$ cat src/ufs_defs.svh
// Register offsets, field positions, reset values and timing counts of the receive flag block.
`ifndef UFS_DEFS_SVH
`define UFS_DEFS_SVH

// ****************************************************************
// Register byte offsets
// ****************************************************************
`define UFS_OFS_STATUS    8'h00
`define UFS_OFS_RXDATA    8'h04
`define UFS_OFS_FILL      8'h08
`define UFS_OFS_CTRL      8'h0c
`define UFS_OFS_ETU       8'h10
`define UFS_OFS_IRQ_STAT  8'h14
`define UFS_OFS_IRQ_MASK  8'h18

// ****************************************************************
// Status register fields
// ****************************************************************
`define UFS_ST_FER   3
`define UFS_ST_PER   2
`define UFS_ST_RDF   1
`define UFS_ST_DR    0

// ****************************************************************
// Control register fields
// ****************************************************************
`define UFS_CT_TRIG_LO  0
`define UFS_CT_TRIG_HI  1
`define UFS_CT_ECEN     2
`define UFS_CT_PAR_EN   3
`define UFS_CT_ODD      4
`define UFS_CT_SYNC     5
`define UFS_CT_RESUME   6
`define UFS_CT_W        6
`define UFS_CTRL_RST    6'h00

// ****************************************************************
// Interrupt status and mask fields
// ****************************************************************
`define UFS_IRQ_RDF     0
`define UFS_IRQ_DR      1
`define UFS_IRQ_ERR     2
`define UFS_IRQ_W       3

// ****************************************************************
// Trigger numbers and timing
// ****************************************************************
`define UFS_TRIG_0      5'h01
`define UFS_TRIG_1      5'h04
`define UFS_TRIG_2      5'h08
`define UFS_TRIG_3      5'h0e
`define UFS_IDLE_ETU    5'h10
`define UFS_ETU_RST     16'h0364

`endif

$ cat src/ufs_pkg.sv
// Types shared by the receive flag block.
package ufs_pkg;

  typedef struct packed {
    logic       framing_fault_flag;
    logic       parity_fault_flag;
    logic [7:0] data;
  } ufs_entry_t;

  typedef enum logic [0:0] {
    UFS_RX_RUN  = 1'b0,
    UFS_RX_HALT = 1'b1
  } ufs_rx_state_t;

endpackage : ufs_pkg

$ cat src/ufs_fifo_if.sv
// Interface between the flag logic and its receive FIFO.
`timescale 1ns/1ps
interface ufs_fifo_if #(parameter int CW = 5);
  import ufs_pkg::*;
  logic            push;
  ufs_entry_t      push_entry;
  logic            pop;
  logic            flush;
  ufs_entry_t      head;
  logic [CW-1:0]   count;
  logic            empty;
  logic            full;

  modport store (input push, push_entry, pop, flush, output head, count, empty, full);
  modport user  (output push, push_entry, pop, flush, input head, count, empty, full);
endinterface : ufs_fifo_if

$ cat src/ufs_rx_fifo.sv
// Receive FIFO holding data bytes with their error tags.
`timescale 1ns/1ps
module ufs_rx_fifo
  import ufs_pkg::*;
#(
  parameter int DEPTH = 16,
  parameter int AW    = 4
) (
  input wire logic hclk,
  input wire logic hresetn,
  ufs_fifo_if.store f
);

  initial begin
    if (DEPTH != (1 << AW)) $error("ufs_rx_fifo: DEPTH must be 2**AW");
    if ($bits(f.count) != AW + 1) $error("ufs_rx_fifo: count width must be AW+1");
  end

  ufs_entry_t    mem [DEPTH];
  logic [AW-1:0] wr_reg, wr_next;
  logic [AW-1:0] rd_reg, rd_next;
  logic [AW:0]   cnt_reg, cnt_next;
  logic          do_push;
  logic          do_pop;

  assign do_push = f.push && !f.full && !f.flush;
  assign do_pop  = f.pop && !f.empty && !f.flush;

  always_comb begin
    wr_next  = wr_reg;
    rd_next  = rd_reg;
    cnt_next = cnt_reg;
    if (f.flush) begin
      wr_next  = '0;
      rd_next  = '0;
      cnt_next = '0;
    end else begin
      if (do_push) wr_next = wr_reg + 1'b1;
      if (do_pop)  rd_next = rd_reg + 1'b1;
      if (do_push && !do_pop) cnt_next = cnt_reg + 1'b1;
      if (do_pop && !do_push) cnt_next = cnt_reg - 1'b1;
    end
  end

  always_ff @(posedge hclk or negedge hresetn) begin
    if (!hresetn) begin
      wr_reg  <= '0;
      rd_reg  <= '0;
      cnt_reg <= '0;
    end else begin
      wr_reg  <= wr_next;
      rd_reg  <= rd_next;
      cnt_reg <= cnt_next;
    end
  end

  // Storage has no reset; the head is only trusted while the FIFO is not empty.
  always_ff @(posedge hclk) begin
    if (do_push) mem[wr_reg] <= f.push_entry;
  end

  assign f.head  = mem[rd_reg];
  assign f.count = cnt_reg;
  assign f.empty = (cnt_reg == '0);
  assign f.full  = (cnt_reg == DEPTH[AW:0]);

endmodule : ufs_rx_fifo

$ cat src/ufs_idle_timer.sv
// Idle timeout counter in bit periods for the leftover-data flag.
`timescale 1ns/1ps
module ufs_idle_timer #(
  parameter int EW = 16
) (
  input  wire logic          hclk,
  input  wire logic          hresetn,
  input  wire logic [EW-1:0] etu_cycles,
  input  wire logic          restart,
  input  wire logic          hold,
  input  wire logic          idle,
  output logic               timeout
);
`include "ufs_defs.svh"

  initial begin
    if (EW < 2) $error("ufs_idle_timer: EW too small");
  end

  logic [EW-1:0] cyc_reg, cyc_next;
  logic [4:0]    etu_reg, etu_next;
  logic          to_reg, to_next;

  always_comb begin
    cyc_next = cyc_reg;
    etu_next = etu_reg;
    to_next  = 1'b0;
    if (restart || idle) begin
      cyc_next = '0;
      etu_next = '0;
    end else if (!hold && etu_reg != `UFS_IDLE_ETU) begin
      if (cyc_reg >= etu_cycles - 1'b1) begin
        cyc_next = '0;
        etu_next = etu_reg + 1'b1;
        to_next  = (etu_next == `UFS_IDLE_ETU);
      end else begin
        cyc_next = cyc_reg + 1'b1;
      end
    end
  end

  always_ff @(posedge hclk or negedge hresetn) begin
    if (!hresetn) begin
      cyc_reg <= '0;
      etu_reg <= '0;
      to_reg  <= 1'b0;
    end else begin
      cyc_reg <= cyc_next;
      etu_reg <= etu_next;
      to_reg  <= to_next;
    end
  end

  assign timeout = to_reg;

endmodule : ufs_idle_timer

$ cat src/ufs_rx_flags.sv
// Receive status flags, receive FIFO and AHB-Lite register slave.
`timescale 1ns/1ps
// Notes on behaviour
// Framing flag follows byte at read head.
// Parity flag follows head byte, asynchronous only.
// Reset and standby clear all four flags.
// Threshold flag sets when count reaches trigger.
// Software clears threshold: drain, read, write 0.
// DMA draining below trigger clears threshold.
// Receive FIFO holds sixteen bytes.
// Reading an empty FIFO returns undefined data.
// Fill count register low byte holds count.
// Idle flag: below trigger, 16 bits idle.
// Software clears idle flag by writing 0.
// Software should drain FIFO before clearing idle.
// Timeout counted in bit periods.
// Faulty bytes stored; halt unless continue enabled.
// Only first stop bit checked for framing.
// Each entry carries framing and parity tags.
// Idle counter restarts, holds, sleeps when empty.
module ufs_rx_flags
  import ufs_pkg::*;
#(
  parameter int DEPTH = 16,
  parameter int AW    = 4
) (
  input  wire logic        hclk,
  input  wire logic        hresetn,
  input  wire logic        hsel,
  input  wire logic [7:0]  haddr,
  input  wire logic [1:0]  htrans,
  input  wire logic        hwrite,
  input  wire logic [2:0]  hsize,
  input  wire logic [31:0] hwdata,
  input  wire logic        hready,
  output logic             hreadyout,
  output logic             hresp,
  output logic [31:0]      hrdata,
  input  wire logic        standby,
  input  wire logic        rx_done,
  input  wire logic [7:0]  rx_byte,
  input  wire logic        rx_parity_bit,
  input  wire logic        rx_stop1,
  output logic             rx_halted,
  output logic             dma_req,
  input  wire logic        dma_pop,
  output logic [7:0]       dma_data,
  output logic             dma_data_valid,
  output logic             irq
);
`include "ufs_defs.svh"

  initial begin
    if (DEPTH != 16 || AW != 4) $error("ufs_rx_flags: trigger table assumes a 16-entry FIFO");
  end

  // ****************************************************************
  // State
  // ****************************************************************
  logic [`UFS_CT_W-1:0]  ctrl_reg, ctrl_next;
  logic [15:0]           etu_reg, etu_next;
  logic                  fer_reg, fer_next;
  logic                  per_reg, per_next;
  logic                  rdf_reg, rdf_next;
  logic                  dr_reg, dr_next;
  logic                  rdf_armed_reg, rdf_armed_next;
  logic [`UFS_IRQ_W-1:0] ist_reg, ist_next;
  logic [`UFS_IRQ_W-1:0] imask_reg, imask_next;
  ufs_rx_state_t         rx_state_reg, rx_state_next;
  logic                  dph_reg, dph_next;
  logic                  dwr_reg, dwr_next;
  logic [7:0]            daddr_reg, daddr_next;
  logic [31:0]           rdata_reg, rdata_next;
  logic [7:0]            dma_data_reg, dma_data_next;
  logic                  dma_vld_reg, dma_vld_next;

  ufs_fifo_if #(.CW(AW + 1)) fif ();

  logic        aph;
  logic        cpu_pop;
  logic        dma_take;
  logic        frame_err;
  logic        par_err;
  logic [4:0]  trig;
  logic        above;
  logic        timeout;
  logic        wr_status;
  logic        wr_ctrl;
  logic        wr_etu;
  logic        wr_ist;
  logic        wr_imask;
  logic [`UFS_IRQ_W-1:0] ev;

  // ****************************************************************
  // Receive FIFO and idle timer
  // ****************************************************************
  ufs_rx_fifo #(.DEPTH(DEPTH), .AW(AW)) u_fifo (
    .hclk    (hclk),
    .hresetn (hresetn),
    .f       (fif.store)
  );

  ufs_idle_timer #(.EW(16)) u_timer (
    .hclk       (hclk),
    .hresetn    (hresetn),
    .etu_cycles (etu_reg),
    .restart    (rx_done || standby),
    .hold       (above),
    .idle       (fif.empty),
    .timeout    (timeout)
  );

  // ****************************************************************
  // Receive side
  // ****************************************************************
  always_comb begin
    case (ctrl_reg[`UFS_CT_TRIG_HI:`UFS_CT_TRIG_LO])
      2'h0:    trig = `UFS_TRIG_0;
      2'h1:    trig = `UFS_TRIG_1;
      2'h2:    trig = `UFS_TRIG_2;
      default: trig = `UFS_TRIG_3;
    endcase
  end

  assign above = (fif.count >= trig);

  // The second stop bit never reaches this block, so it cannot raise a fault.
  assign frame_err = !ctrl_reg[`UFS_CT_SYNC] && !rx_stop1;
  assign par_err   = !ctrl_reg[`UFS_CT_SYNC] && ctrl_reg[`UFS_CT_PAR_EN]
                     && ((^{rx_byte, rx_parity_bit}) ^ ctrl_reg[`UFS_CT_ODD]);

  // A faulty byte is stored before reception halts, as software must see it.
  assign fif.push             = rx_done && rx_state_reg == UFS_RX_RUN && !standby;
  assign fif.push_entry.framing_fault_flag   = frame_err;
  assign fif.push_entry.parity_fault_flag   = par_err;
  assign fif.push_entry.data  = rx_byte;
  assign fif.flush            = standby;

  always_comb begin
    rx_state_next = rx_state_reg;
    case (rx_state_reg)
      UFS_RX_RUN: begin
        if (fif.push && (frame_err || par_err) && !ctrl_reg[`UFS_CT_ECEN]) begin
          rx_state_next = UFS_RX_HALT;
        end
      end
      UFS_RX_HALT: begin
        if (wr_ctrl && hwdata[`UFS_CT_RESUME]) rx_state_next = UFS_RX_RUN;
      end
      default: rx_state_next = UFS_RX_RUN;
    endcase
    if (standby) rx_state_next = UFS_RX_RUN;
  end

  // ****************************************************************
  // AHB-Lite slave
  // ****************************************************************
  // Reads are decoded in the address phase so that a data port read pops exactly once.
  assign aph       = hsel && htrans[1] && hready;
  assign cpu_pop   = aph && !hwrite && haddr == `UFS_OFS_RXDATA;
  // The CPU wins a same-cycle pop; the DMA retries on its next request.
  assign dma_take  = dma_pop && !cpu_pop && !fif.empty;
  assign fif.pop   = cpu_pop || dma_take;
  assign wr_status = dph_reg && dwr_reg && daddr_reg == `UFS_OFS_STATUS;
  assign wr_ctrl   = dph_reg && dwr_reg && daddr_reg == `UFS_OFS_CTRL;
  assign wr_etu    = dph_reg && dwr_reg && daddr_reg == `UFS_OFS_ETU;
  assign wr_ist    = dph_reg && dwr_reg && daddr_reg == `UFS_OFS_IRQ_STAT;
  assign wr_imask  = dph_reg && dwr_reg && daddr_reg == `UFS_OFS_IRQ_MASK;

  always_comb begin
    dph_next   = aph;
    dwr_next   = aph && hwrite;
    daddr_next = aph ? haddr : daddr_reg;
    rdata_next = '0;
    if (aph && !hwrite) begin
      case (haddr)
        `UFS_OFS_STATUS: begin
          rdata_next[`UFS_ST_FER] = fer_reg;
          rdata_next[`UFS_ST_PER] = per_reg;
          rdata_next[`UFS_ST_RDF] = rdf_reg;
          rdata_next[`UFS_ST_DR]  = dr_reg;
        end
        `UFS_OFS_RXDATA:   rdata_next[7:0] = fif.head.data;
        `UFS_OFS_FILL:     rdata_next[7:0] = 8'(fif.count);
        `UFS_OFS_CTRL:     rdata_next[`UFS_CT_W-1:0] = ctrl_reg;
        `UFS_OFS_ETU:      rdata_next[15:0] = etu_reg;
        `UFS_OFS_IRQ_STAT: rdata_next[`UFS_IRQ_W-1:0] = ist_reg;
        `UFS_OFS_IRQ_MASK: rdata_next[`UFS_IRQ_W-1:0] = imask_reg;
        default:           rdata_next = '0;
      endcase
    end
  end

  // ****************************************************************
  // Configuration and flags
  // ****************************************************************
  always_comb begin
    ctrl_next      = ctrl_reg;
    etu_next       = etu_reg;
    fer_next       = fer_reg;
    per_next       = per_reg;
    rdf_next       = rdf_reg;
    dr_next        = dr_reg;
    rdf_armed_next = rdf_armed_reg;
    dma_data_next  = dma_data_reg;
    dma_vld_next   = dma_take;
    if (wr_ctrl) begin
      ctrl_next = hwdata[`UFS_CT_W-1:0];
      ctrl_next[`UFS_CT_RESUME] = 1'b0;
    end
    if (wr_etu && hwdata[15:0] != 16'h0000) etu_next = hwdata[15:0];
    if (dma_take) dma_data_next = fif.head.data;
    // Fault flags mirror the entry now at the read head and hold once it is empty.
    if (!fif.empty) begin
      fer_next = fif.head.framing_fault_flag;
      per_next = fif.head.parity_fault_flag;
    end
    if (aph && !hwrite && haddr == `UFS_OFS_STATUS && rdf_reg) rdf_armed_next = 1'b1;
    if (wr_status && !hwdata[`UFS_ST_RDF] && rdf_armed_reg && !above) begin
      rdf_next       = 1'b0;
      rdf_armed_next = 1'b0;
    end
    // The DMA clear judges the count left after its pop, so the last pop clears as well.
    if (dma_take && !fif.push && fif.count <= trig) begin
      rdf_next = 1'b0;
    end else if (above) begin
      rdf_next = 1'b1;
    end
    if (wr_status && !hwdata[`UFS_ST_DR]) dr_next = 1'b0;
    if (timeout && !above) dr_next = 1'b1;
    if (standby) begin
      fer_next       = 1'b0;
      per_next       = 1'b0;
      rdf_next       = 1'b0;
      dr_next        = 1'b0;
      rdf_armed_next = 1'b0;
    end
  end

  // ****************************************************************
  // Interrupts
  // ****************************************************************
  assign ev[`UFS_IRQ_RDF] = rdf_next && !rdf_reg;
  assign ev[`UFS_IRQ_DR]  = dr_next && !dr_reg;
  assign ev[`UFS_IRQ_ERR] = fif.push && (frame_err || par_err);

  always_comb begin
    imask_next = wr_imask ? hwdata[`UFS_IRQ_W-1:0] : imask_reg;
    ist_next   = ist_reg;
    if (wr_ist) ist_next = ist_reg & ~hwdata[`UFS_IRQ_W-1:0];
    ist_next = ist_next | ev;
  end

  // ****************************************************************
  // Registers
  // ****************************************************************
  always_ff @(posedge hclk or negedge hresetn) begin
    if (!hresetn) begin
      ctrl_reg      <= `UFS_CTRL_RST;
      etu_reg       <= `UFS_ETU_RST;
      fer_reg       <= 1'b0;
      per_reg       <= 1'b0;
      rdf_reg       <= 1'b0;
      dr_reg        <= 1'b0;
      rdf_armed_reg <= 1'b0;
      ist_reg       <= '0;
      imask_reg     <= '0;
      rx_state_reg  <= UFS_RX_RUN;
      dph_reg       <= 1'b0;
      dwr_reg       <= 1'b0;
      daddr_reg     <= '0;
      rdata_reg     <= '0;
      dma_data_reg  <= '0;
      dma_vld_reg   <= 1'b0;
    end else begin
      ctrl_reg      <= ctrl_next;
      etu_reg       <= etu_next;
      fer_reg       <= fer_next;
      per_reg       <= per_next;
      rdf_reg       <= rdf_next;
      dr_reg        <= dr_next;
      rdf_armed_reg <= rdf_armed_next;
      ist_reg       <= ist_next;
      imask_reg     <= imask_next;
      rx_state_reg  <= rx_state_next;
      dph_reg       <= dph_next;
      dwr_reg       <= dwr_next;
      daddr_reg     <= daddr_next;
      rdata_reg     <= rdata_next;
      dma_data_reg  <= dma_data_next;
      dma_vld_reg   <= dma_vld_next;
    end
  end

  assign hreadyout      = 1'b1;
  assign hresp          = 1'b0;
  assign hrdata         = rdata_reg;
  assign rx_halted      = (rx_state_reg == UFS_RX_HALT);
  assign dma_req        = rdf_reg;
  assign dma_data       = dma_data_reg;
  assign dma_data_valid = dma_vld_reg;
  assign irq            = |(ist_reg & imask_reg);

endmodule : ufs_rx_flags

$ cat config.mk
export PLATFORM = sky130hd
export DESIGN_NAME = ufs_rx_flags
export DESIGN_NICKNAME = d
export VERILOG_FILES = /design/src/ufs_pkg.sv /design/src/ufs_fifo_if.sv /design/src/ufs_rx_fifo.sv /design/src/ufs_idle_timer.sv /design/src/ufs_rx_flags.sv
export VERILOG_INCLUDE_DIRS = /design/src
export SDC_FILE = /design/constraint.sdc
export NUM_CORES = 1
export LEC_CHECK = 0
export BUFFER_PORTS_ARGS = -buffer_cell sky130_fd_sc_hd__buf_2
export CAP_MARGIN = 20
export CORE_MARGIN = 8
export CORE_UTILIZATION = 40
export CTS_CLUSTER_SIZE = 12
export DETAILED_ROUTE_END_ITERATION = 6
export SETUP_SLACK_MARGIN = 0.2
export SLEW_MARGIN = 20
export SYNTH_ARGS = -nofsm -noshare
export SYNTH_HDL_FRONTEND = slang
export SYNTH_SLANG_ARGS = --single-unit
$ cat constraint.sdc
create_clock -name hclk -period 3.1 [get_ports hclk]
set_input_delay 0.465 -clock hclk [delete_from_list [all_inputs] [get_ports hclk]]
set_output_delay 0.465 -clock hclk [all_outputs]
set_load 0.05 [all_outputs]
== After elaboration in Yosys (flattened, before gate mapping) ==
Memory sizes are Yosys's and may differ from the RTL's.
Index checks and enable logic that the tools add are counted.
W data, S select, Z words.
Cells by class
  add/sub/neg operators: 7
  multiply operators: 0
  divide/modulo/power cells: 0
  magnitude comparators: 3
  eq/ne operators: 16
  shift-type cells: 0
  mux-type cells: 44
  bitwise gates (word level): 6
  reductions and logical operators: 74
Operators by type and width (number)
  $mux W16: 4
  $eq A8 B5 Y1 const B: 6
  $logic_and A1 B1 Y1: 40
  $mux W5: 6
  $eq A8 B4 Y1 const B: 3
  $mux W1: 22
  $pmux W3 S7: 1
  $add A16 B1 Y16 const B: 1
  $ge A16 B16 Y1: 1
  $logic_not A1 Y1: 16
  $logic_not A8 Y1: 2
  $mux W4: 4
  $reduce_bool A16 Y1: 1
  $sub A16 B1 Y16 const B: 1
  $pmux W4 S3: 1
  $add A5 B1 Y5 const B: 2
  $eq A5 B5 Y1 const B: 2
  $reduce_xor A9 Y1: 1
  $add A4 B1 Y4 const B: 2
  $eq A8 B3 Y1 const B: 1
  $mux W8: 1
  $pmux W2 S4: 1
  $reduce_bool A2 Y1: 4
  $and A3 B3 Y3: 2
  21 further kinds: 25
Storage, ports and cells
  register bits after elaboration: 120
  latch bits: 0
  RAM bits: 160
  ROM bits: 0
  input port bits: 63
  output and inout port bits: 46
  word-level logic and storage cells: 173
  memories kept: 1
Memory list
  u_fifo.mem: words 16, width 10, read ports 1, clocked after Yosys merged registers in 0, wr ports 1, line ufs_rx_fifo.sv:19  | ufs_entry_t mem [DEPTH];

== Depth between registers and ports, before layout ==
  depth in word-level cells: 15
  depth in mapped cells: 15

== Hierarchy ==
From an unflattened synthesis, not the netlist that was laid out.
Unflattened totals
  cells, all modules: 856
  area, all modules: 12259.3 um2
Modules (own cells, without submodules)
  ufs_rx_fifo: instances 1, cells each 360, area an instance 6944.2 um2, seq. area each 5129.9 um2
  ufs_rx_flags: instances 1, cells each 287, area an instance 3393.3 um2, seq. area each 1732.9 um2
  ufs_idle_timer: instances 1, cells each 209, area an instance 1921.8 um2, seq. area each 550.5 um2

== Least setup slack after synthesis ==
OpenSTA, ideal clock, no wires.
  path kind: input-to-reg
  start: input haddr[4]
  end: register u_fifo.cnt_reg[4], in the netlist u_fifo.f.count[4]
  library setup time: 0.083 ns
  arrival time: 3.148 ns
  path slack: -0.131 ns
  stages: 14
  path through: or4_4 -> nor2b_2 -> buf_4 -> and2_4 -> o21a_2 -> buf_6 -> nand2_1 -> fa_1 -> inv_1 -> a21o_1 -> a21oi_1 -> or2_2 -> mux4_2 -> o21ai_0
On the way
  word-level cells in the longest chain between the ends: 11
RTL lines
  from (decl): line ufs_rx_flags.sv:30  | input wire logic [7:0] haddr,
  $eq A8 B3 Y1 (*)
  $logic_and A1 B1 Y1 (no source line) (*)
  $logic_not A1 Y1: line ufs_rx_flags.sv:162  | assign dma_take = dma_pop && !cpu_pop && !fif.empty;
  $logic_and A1 B1 Y1 (2 in a row): line ufs_rx_flags.sv:162
  $logic_or A1 B1 Y1 (*): line ufs_rx_flags.sv:163  | assign fif.pop = cpu_pop || dma_take;
  $logic_and A1 B1 Y1 (*) (2 in a row): line ufs_rx_fifo.sv:27  | assign do_pop = f.pop && !f.empty && !f.flush;
  $logic_and A1 B1 Y1 / $logic_not A1 Y1 (equally long branches): line ufs_rx_fifo.sv:41, ufs_rx_fifo.sv:40
  $mux W5 / $logic_and A1 B1 Y1 (equally long branches): line ufs_rx_fifo.sv:41, ufs_rx_fifo.sv:40
  $mux W5 / $reduce_bool A3 Y1 (equally long branches)
  to (signal assigned): line ufs_rx_fifo.sv:53  | cnt_reg <= cnt_next;
  to (decl): line ufs_rx_fifo.sv:22  | logic [AW:0] cnt_reg, cnt_next;
Mark *: on every way between the ends. The rest lies on a longest branch, timed or not.
A chain may end at the register's enable or synchronous reset.

== Final worst setup path ==
  start: register etu_reg[3]
  end: register u_timer.cyc_reg[6]
On the way
  word-level cells in the longest chain between the ends: 5
RTL lines
  from (decl): line ufs_rx_flags.sv:61  | logic [15:0] etu_reg, etu_next;
  from (signal assigned): line ufs_rx_flags.sv:260  | etu_reg <= `UFS_ETU_RST;
  from (signal assigned): line ufs_rx_flags.sv:277  | etu_reg <= etu_next;
  $sub A16 B1 Y16: line ufs_idle_timer.sv:32  | if (cyc_reg >= etu_cycles - 1'b1) begin
  $ge A16 B16 Y1: line ufs_idle_timer.sv:32
  $mux W16: line ufs_idle_timer.sv:32
  $mux W16: line ufs_idle_timer.sv:31  | end else if (!hold && etu_reg != `UFS_IDLE_ETU) begin
  $mux W16: line ufs_idle_timer.sv:28  | if (restart || idle) begin
  to (signal assigned): line ufs_idle_timer.sv:48  | cyc_reg <= cyc_next;
  to (decl): line ufs_idle_timer.sv:20  | logic [EW-1:0] cyc_reg, cyc_next;
No other way between the ends. The select of a mux whose other input is x is not followed.

==> impl_metrics.env <==
export IMPL_cp_end_kind="register"
export IMPL_ys_ff_latch=264
export IMPL_syn_area_per_cell_um2=14.68
export IMPL_seq_area_frac_synth_pct=61.59
export IMPL_dpl_instance_area_mm2=0.01327
export IMPL_io_pins=109
export IMPL_cts_tree="done"
export IMPL_grt_antenna_before_repair=0
export IMPL_switching_power_w=0.002694
export IMPL_crit_fanout=6
export IMPL_drtAntennaViolNets=0
export IMPL_rr_endpoint="u_timer.cyc_reg[6]"
export IMPL_syn2layout_area_growth_pct=18.26
export IMPL_rsz0062_at_grt="true"
export IMPL_slew_headroom_pct=37.07
export IMPL_fin_crit_sh_pct=102.8
export IMPL_total_power_w=0.009370
export IMPL_largest_reg_flops=160
export IMPL_synth_edf_count=160
export IMPL_finalHoldViolCount=11
export IMPL_grtUsageTotal_pct=15.54
export IMPL_die_area_mm2=0.03590
export IMPL_crit_type="register to register"
export IMPL_irDropWorstVdd_mv=0.5238
export IMPL_internal_power_w=0.006677
export IMPL_rows=63
export IMPL_drc=0
export IMPL_outcome="finished, violations left"
export IMPL_start_util_pct=40.61
export IMPL_hpwlAfterDp_um=19820
export IMPL_firstDrtPassIters=5
export IMPL_p_leak_nw=5.743
export IMPL_clockRootBuffer="clkbuf_16"
export IMPL_whs_ns=-0.01130
export IMPL_path_clk_slew_ns=0.06
export IMPL_htree_levels=1
export IMPL_routabilityCongestion=0.8102
export IMPL_synth_area_mm2=0.01204
export IMPL_drv_cap=0
export IMPL_grt_ovfl_total=0
export IMPL_grt_max_degree=55
export IMPL_worst_slack_ns=-0.08773
export IMPL_period_needed_ns=3.188
export IMPL_io_buffers=70
export IMPL_tightest_slew_ns=0.9404
export IMPL_dp_slack_ns=-0.1350
export IMPL_final_util_pct=48.03
export IMPL_dieWidth_um=189.5
export IMPL_drive_gt1_share_pct=32.38
export IMPL_grt_pass1_wl_um=43680
export IMPL_fp_dieH_um=189.5
export IMPL_violations="hold timing, setup timing"
export IMPL_syn_inst=820
export IMPL_finalSetupViolCount=18
export IMPL_clkPwrFrac_pct=33.2
export IMPL_cts_sinks=264
export IMPL_rr_worst_depth=14
export IMPL_finalMaxSlewViolations=0
export IMPL_power_density_mw_per_mm2=658.3
export IMPL_ys_async_sr_fraction_pct=39.39
export IMPL_worstSetupStartpointType="register"
export IMPL_wl_um=28390
export IMPL_cp_arrival_ns=3.67
export IMPL_yosys_most_used_dff="edfxtp_1"
export IMPL_r2r_slack_ns=-0.09
export IMPL_hp_class="input port to asynchronous set/reset pin"
export IMPL_swShare_pct=28.75
export IMPL_cts_buffer_depth=3
export IMPL_reg2reg_from="etu_reg[3]"
export IMPL_n_antenna_cell=0
export IMPL_yosysUniqueCellTypes=64
export IMPL_numCtsBuffers=28
export IMPL_dr_first_iter_drc_count=358
export IMPL_num_vias=7238
export IMPL_core_mm2=0.02964
export IMPL_grt_pass1_vias=7433
export IMPL_skew_ns=0.009849
export IMPL_yosysWarnings=0
export IMPL_final_area_mm2=0.01423
export IMPL_nNetsFinal=1058
export IMPL_seqPwrFrac_pct=44.0
export IMPL_regMostFlops="u_fifo.mem"
export IMPL_max_freq_mhz=313.7
export IMPL_clk_latency_ns=0.55
export IMPL_worstPathRequired_ns=3.59
export IMPL_vias_per_cell=5.299
export IMPL_wl_per_cell_um=20.78
export IMPL_pwr_share_comb_pct=22.8
export IMPL_n_fill_cell=2598
[cells in the mapped netlist, drive strengths merged (11+ instances only)]
cell	number	share of area [%]
xnor2	23	1.7
buf	30	1.8
mux4	51	9.5
a21oi	20	0.86
clkbuf	17	0.53
dfrtp	99	21
o21ai	32	1.3
and3	28	1.5
nand2	51	1.6
inv	23	0.72
nor3	11	0.46
nor2	41	1.3
nor2b	15	0.80
and2	15	0.80
xor2	11	0.80
a22o	15	1.1
mux2	45	4.3
edfxtp	160	40
ha	33	3.4
[power by group through the flow]
stage	Combinational (W)	Sequential, W	Clock, W
finish	0.00214	0.00412	0.00311
global route	0.00230	0.00415	0.00330
CTS	0.00216	0.00413	0.00317
detailed placement	0.00213	0.00419	0
global placement	0.00212	0.00419	0
floorplan	0.00136	0.00432	0
[metrics by stage]
step | TNS, ns | std cells | hold WS [ns]
floorplan | -0.01748 | 836 | 0.1694
global placement | -0.8935 | 1316 | 0.4612
detailed placement | -1.648 | 1316 | 0.4807
CTS | -0.9136 | 1365 | 0.005120
global route | -4.495 | 1366 | 0.03204
finish | -0.8936 | 1366 | -0.01130
[per-layer routing]
metal	track usage (%)	wire length (um)	vias up
li1	-	-	3360
met5	0	0	-
met4	4.660	806	0
met3	2.336	1185	47
met2	27.24	14420	177
met1	19.60	11970	3654
[cell families after synthesis]
kind of cell,Yosys count,synth area share (%)
fa+ha+maj,34,3.597
compound gates,100,5.509
other cells,2,0.06239
flops,264,61.59
buf+inv,70,3.035
simple gates,216,9.553
mux,100,14.18
xor+xnor,34,2.474
[timing repair]
item | 4_1_cts | 5_1_grt
hold buffers | 0 | 0
endpoints found under the hold margin | 0 | 0
pin swaps | 6 | 16
endpoints found under the setup margin | 22 | 23
gates cloned | 1 | 0
gates resized for setup | 9 | 21
buffers inserted | 3 | 1
[critical path: stages (launching register included)]
cell	delay (ns)
dfrtp_1	0.41
nor4_4	0.33
nand2_1	0.13
or4_4	0.44
xor2_1	0.16
ha_1	0.31
nand4_1	0.12
nor2_1	0.08
a2111oi_2	0.28
buf_4	0.18
o211ai_1	0.08
buf_4	0.16
buf_4	0.16
o21ai_0	0.14
a22o_1	0.14
[cells in the final DEF, fill, tap and decap left out, types with 6 or more instances in the layout]
| cell | n |
|---|---|
| nor2_1 | 39 |
| inv_1 | 23 |
| ha_1 | 33 |
| a21oi_1 | 17 |
| and2_1 | 14 |
| a22o_1 | 15 |
| clkbuf_16 | 28 |
| nor4_1 | 7 |
| o21ai_1 | 11 |
| dfrtp_1 | 98 |
| mux2_2 | 42 |
| conb_1 | 18 |
| xnor2_1 | 22 |
| o21ai_0 | 17 |
| nand2_1 | 49 |
| buf_2 | 69 |
| and3_1 | 28 |
| edfxtp_1 | 160 |
| nor3_1 | 7 |
| a21o_1 | 6 |
| nor2b_1 | 14 |
| buf_4 | 68 |
| nand4_1 | 9 |
| nand3_1 | 10 |
| xor2_1 | 11 |
| mux4_2 | 51 |
[how the worst max path moves through the flow]
stage | endpoint | cells after the start | slack, ns | from
3_5_place_dp | u_timer.cyc_reg[12] | 13 | -0.14 | etu_reg[3]
2_1_floorplan | u_fifo.f.count[4] | 14 | -0.02 | haddr[6]
5_1_grt | u_timer.cyc_reg[7] | 14 | -0.25 | etu_reg[3]
6_report | u_timer.cyc_reg[6] | 14 | -0.09 | etu_reg[3]
4_1_cts | u_timer.cyc_reg[12] | 13 | -0.09 | etu_reg[8]
3_3_place_gp | u_timer.cyc_reg[4] | 13 | -0.08 | etu_reg[3]
[final cells by class]
type	count	area, um^2	share of cell area [%]
Clock buffer	35	747.0	5.247
Clock inverter	10	100.1	0.7032
Inverter	23	86.33	0.6065
Multi-Input combinational cell	502	4452	31.27
Sequential cell	264	7415	52.09
Tap cell	390	488.0	3.428
Timing Repair Buffer	142	947.2	6.654
Power figures use the tool's default switching activity.
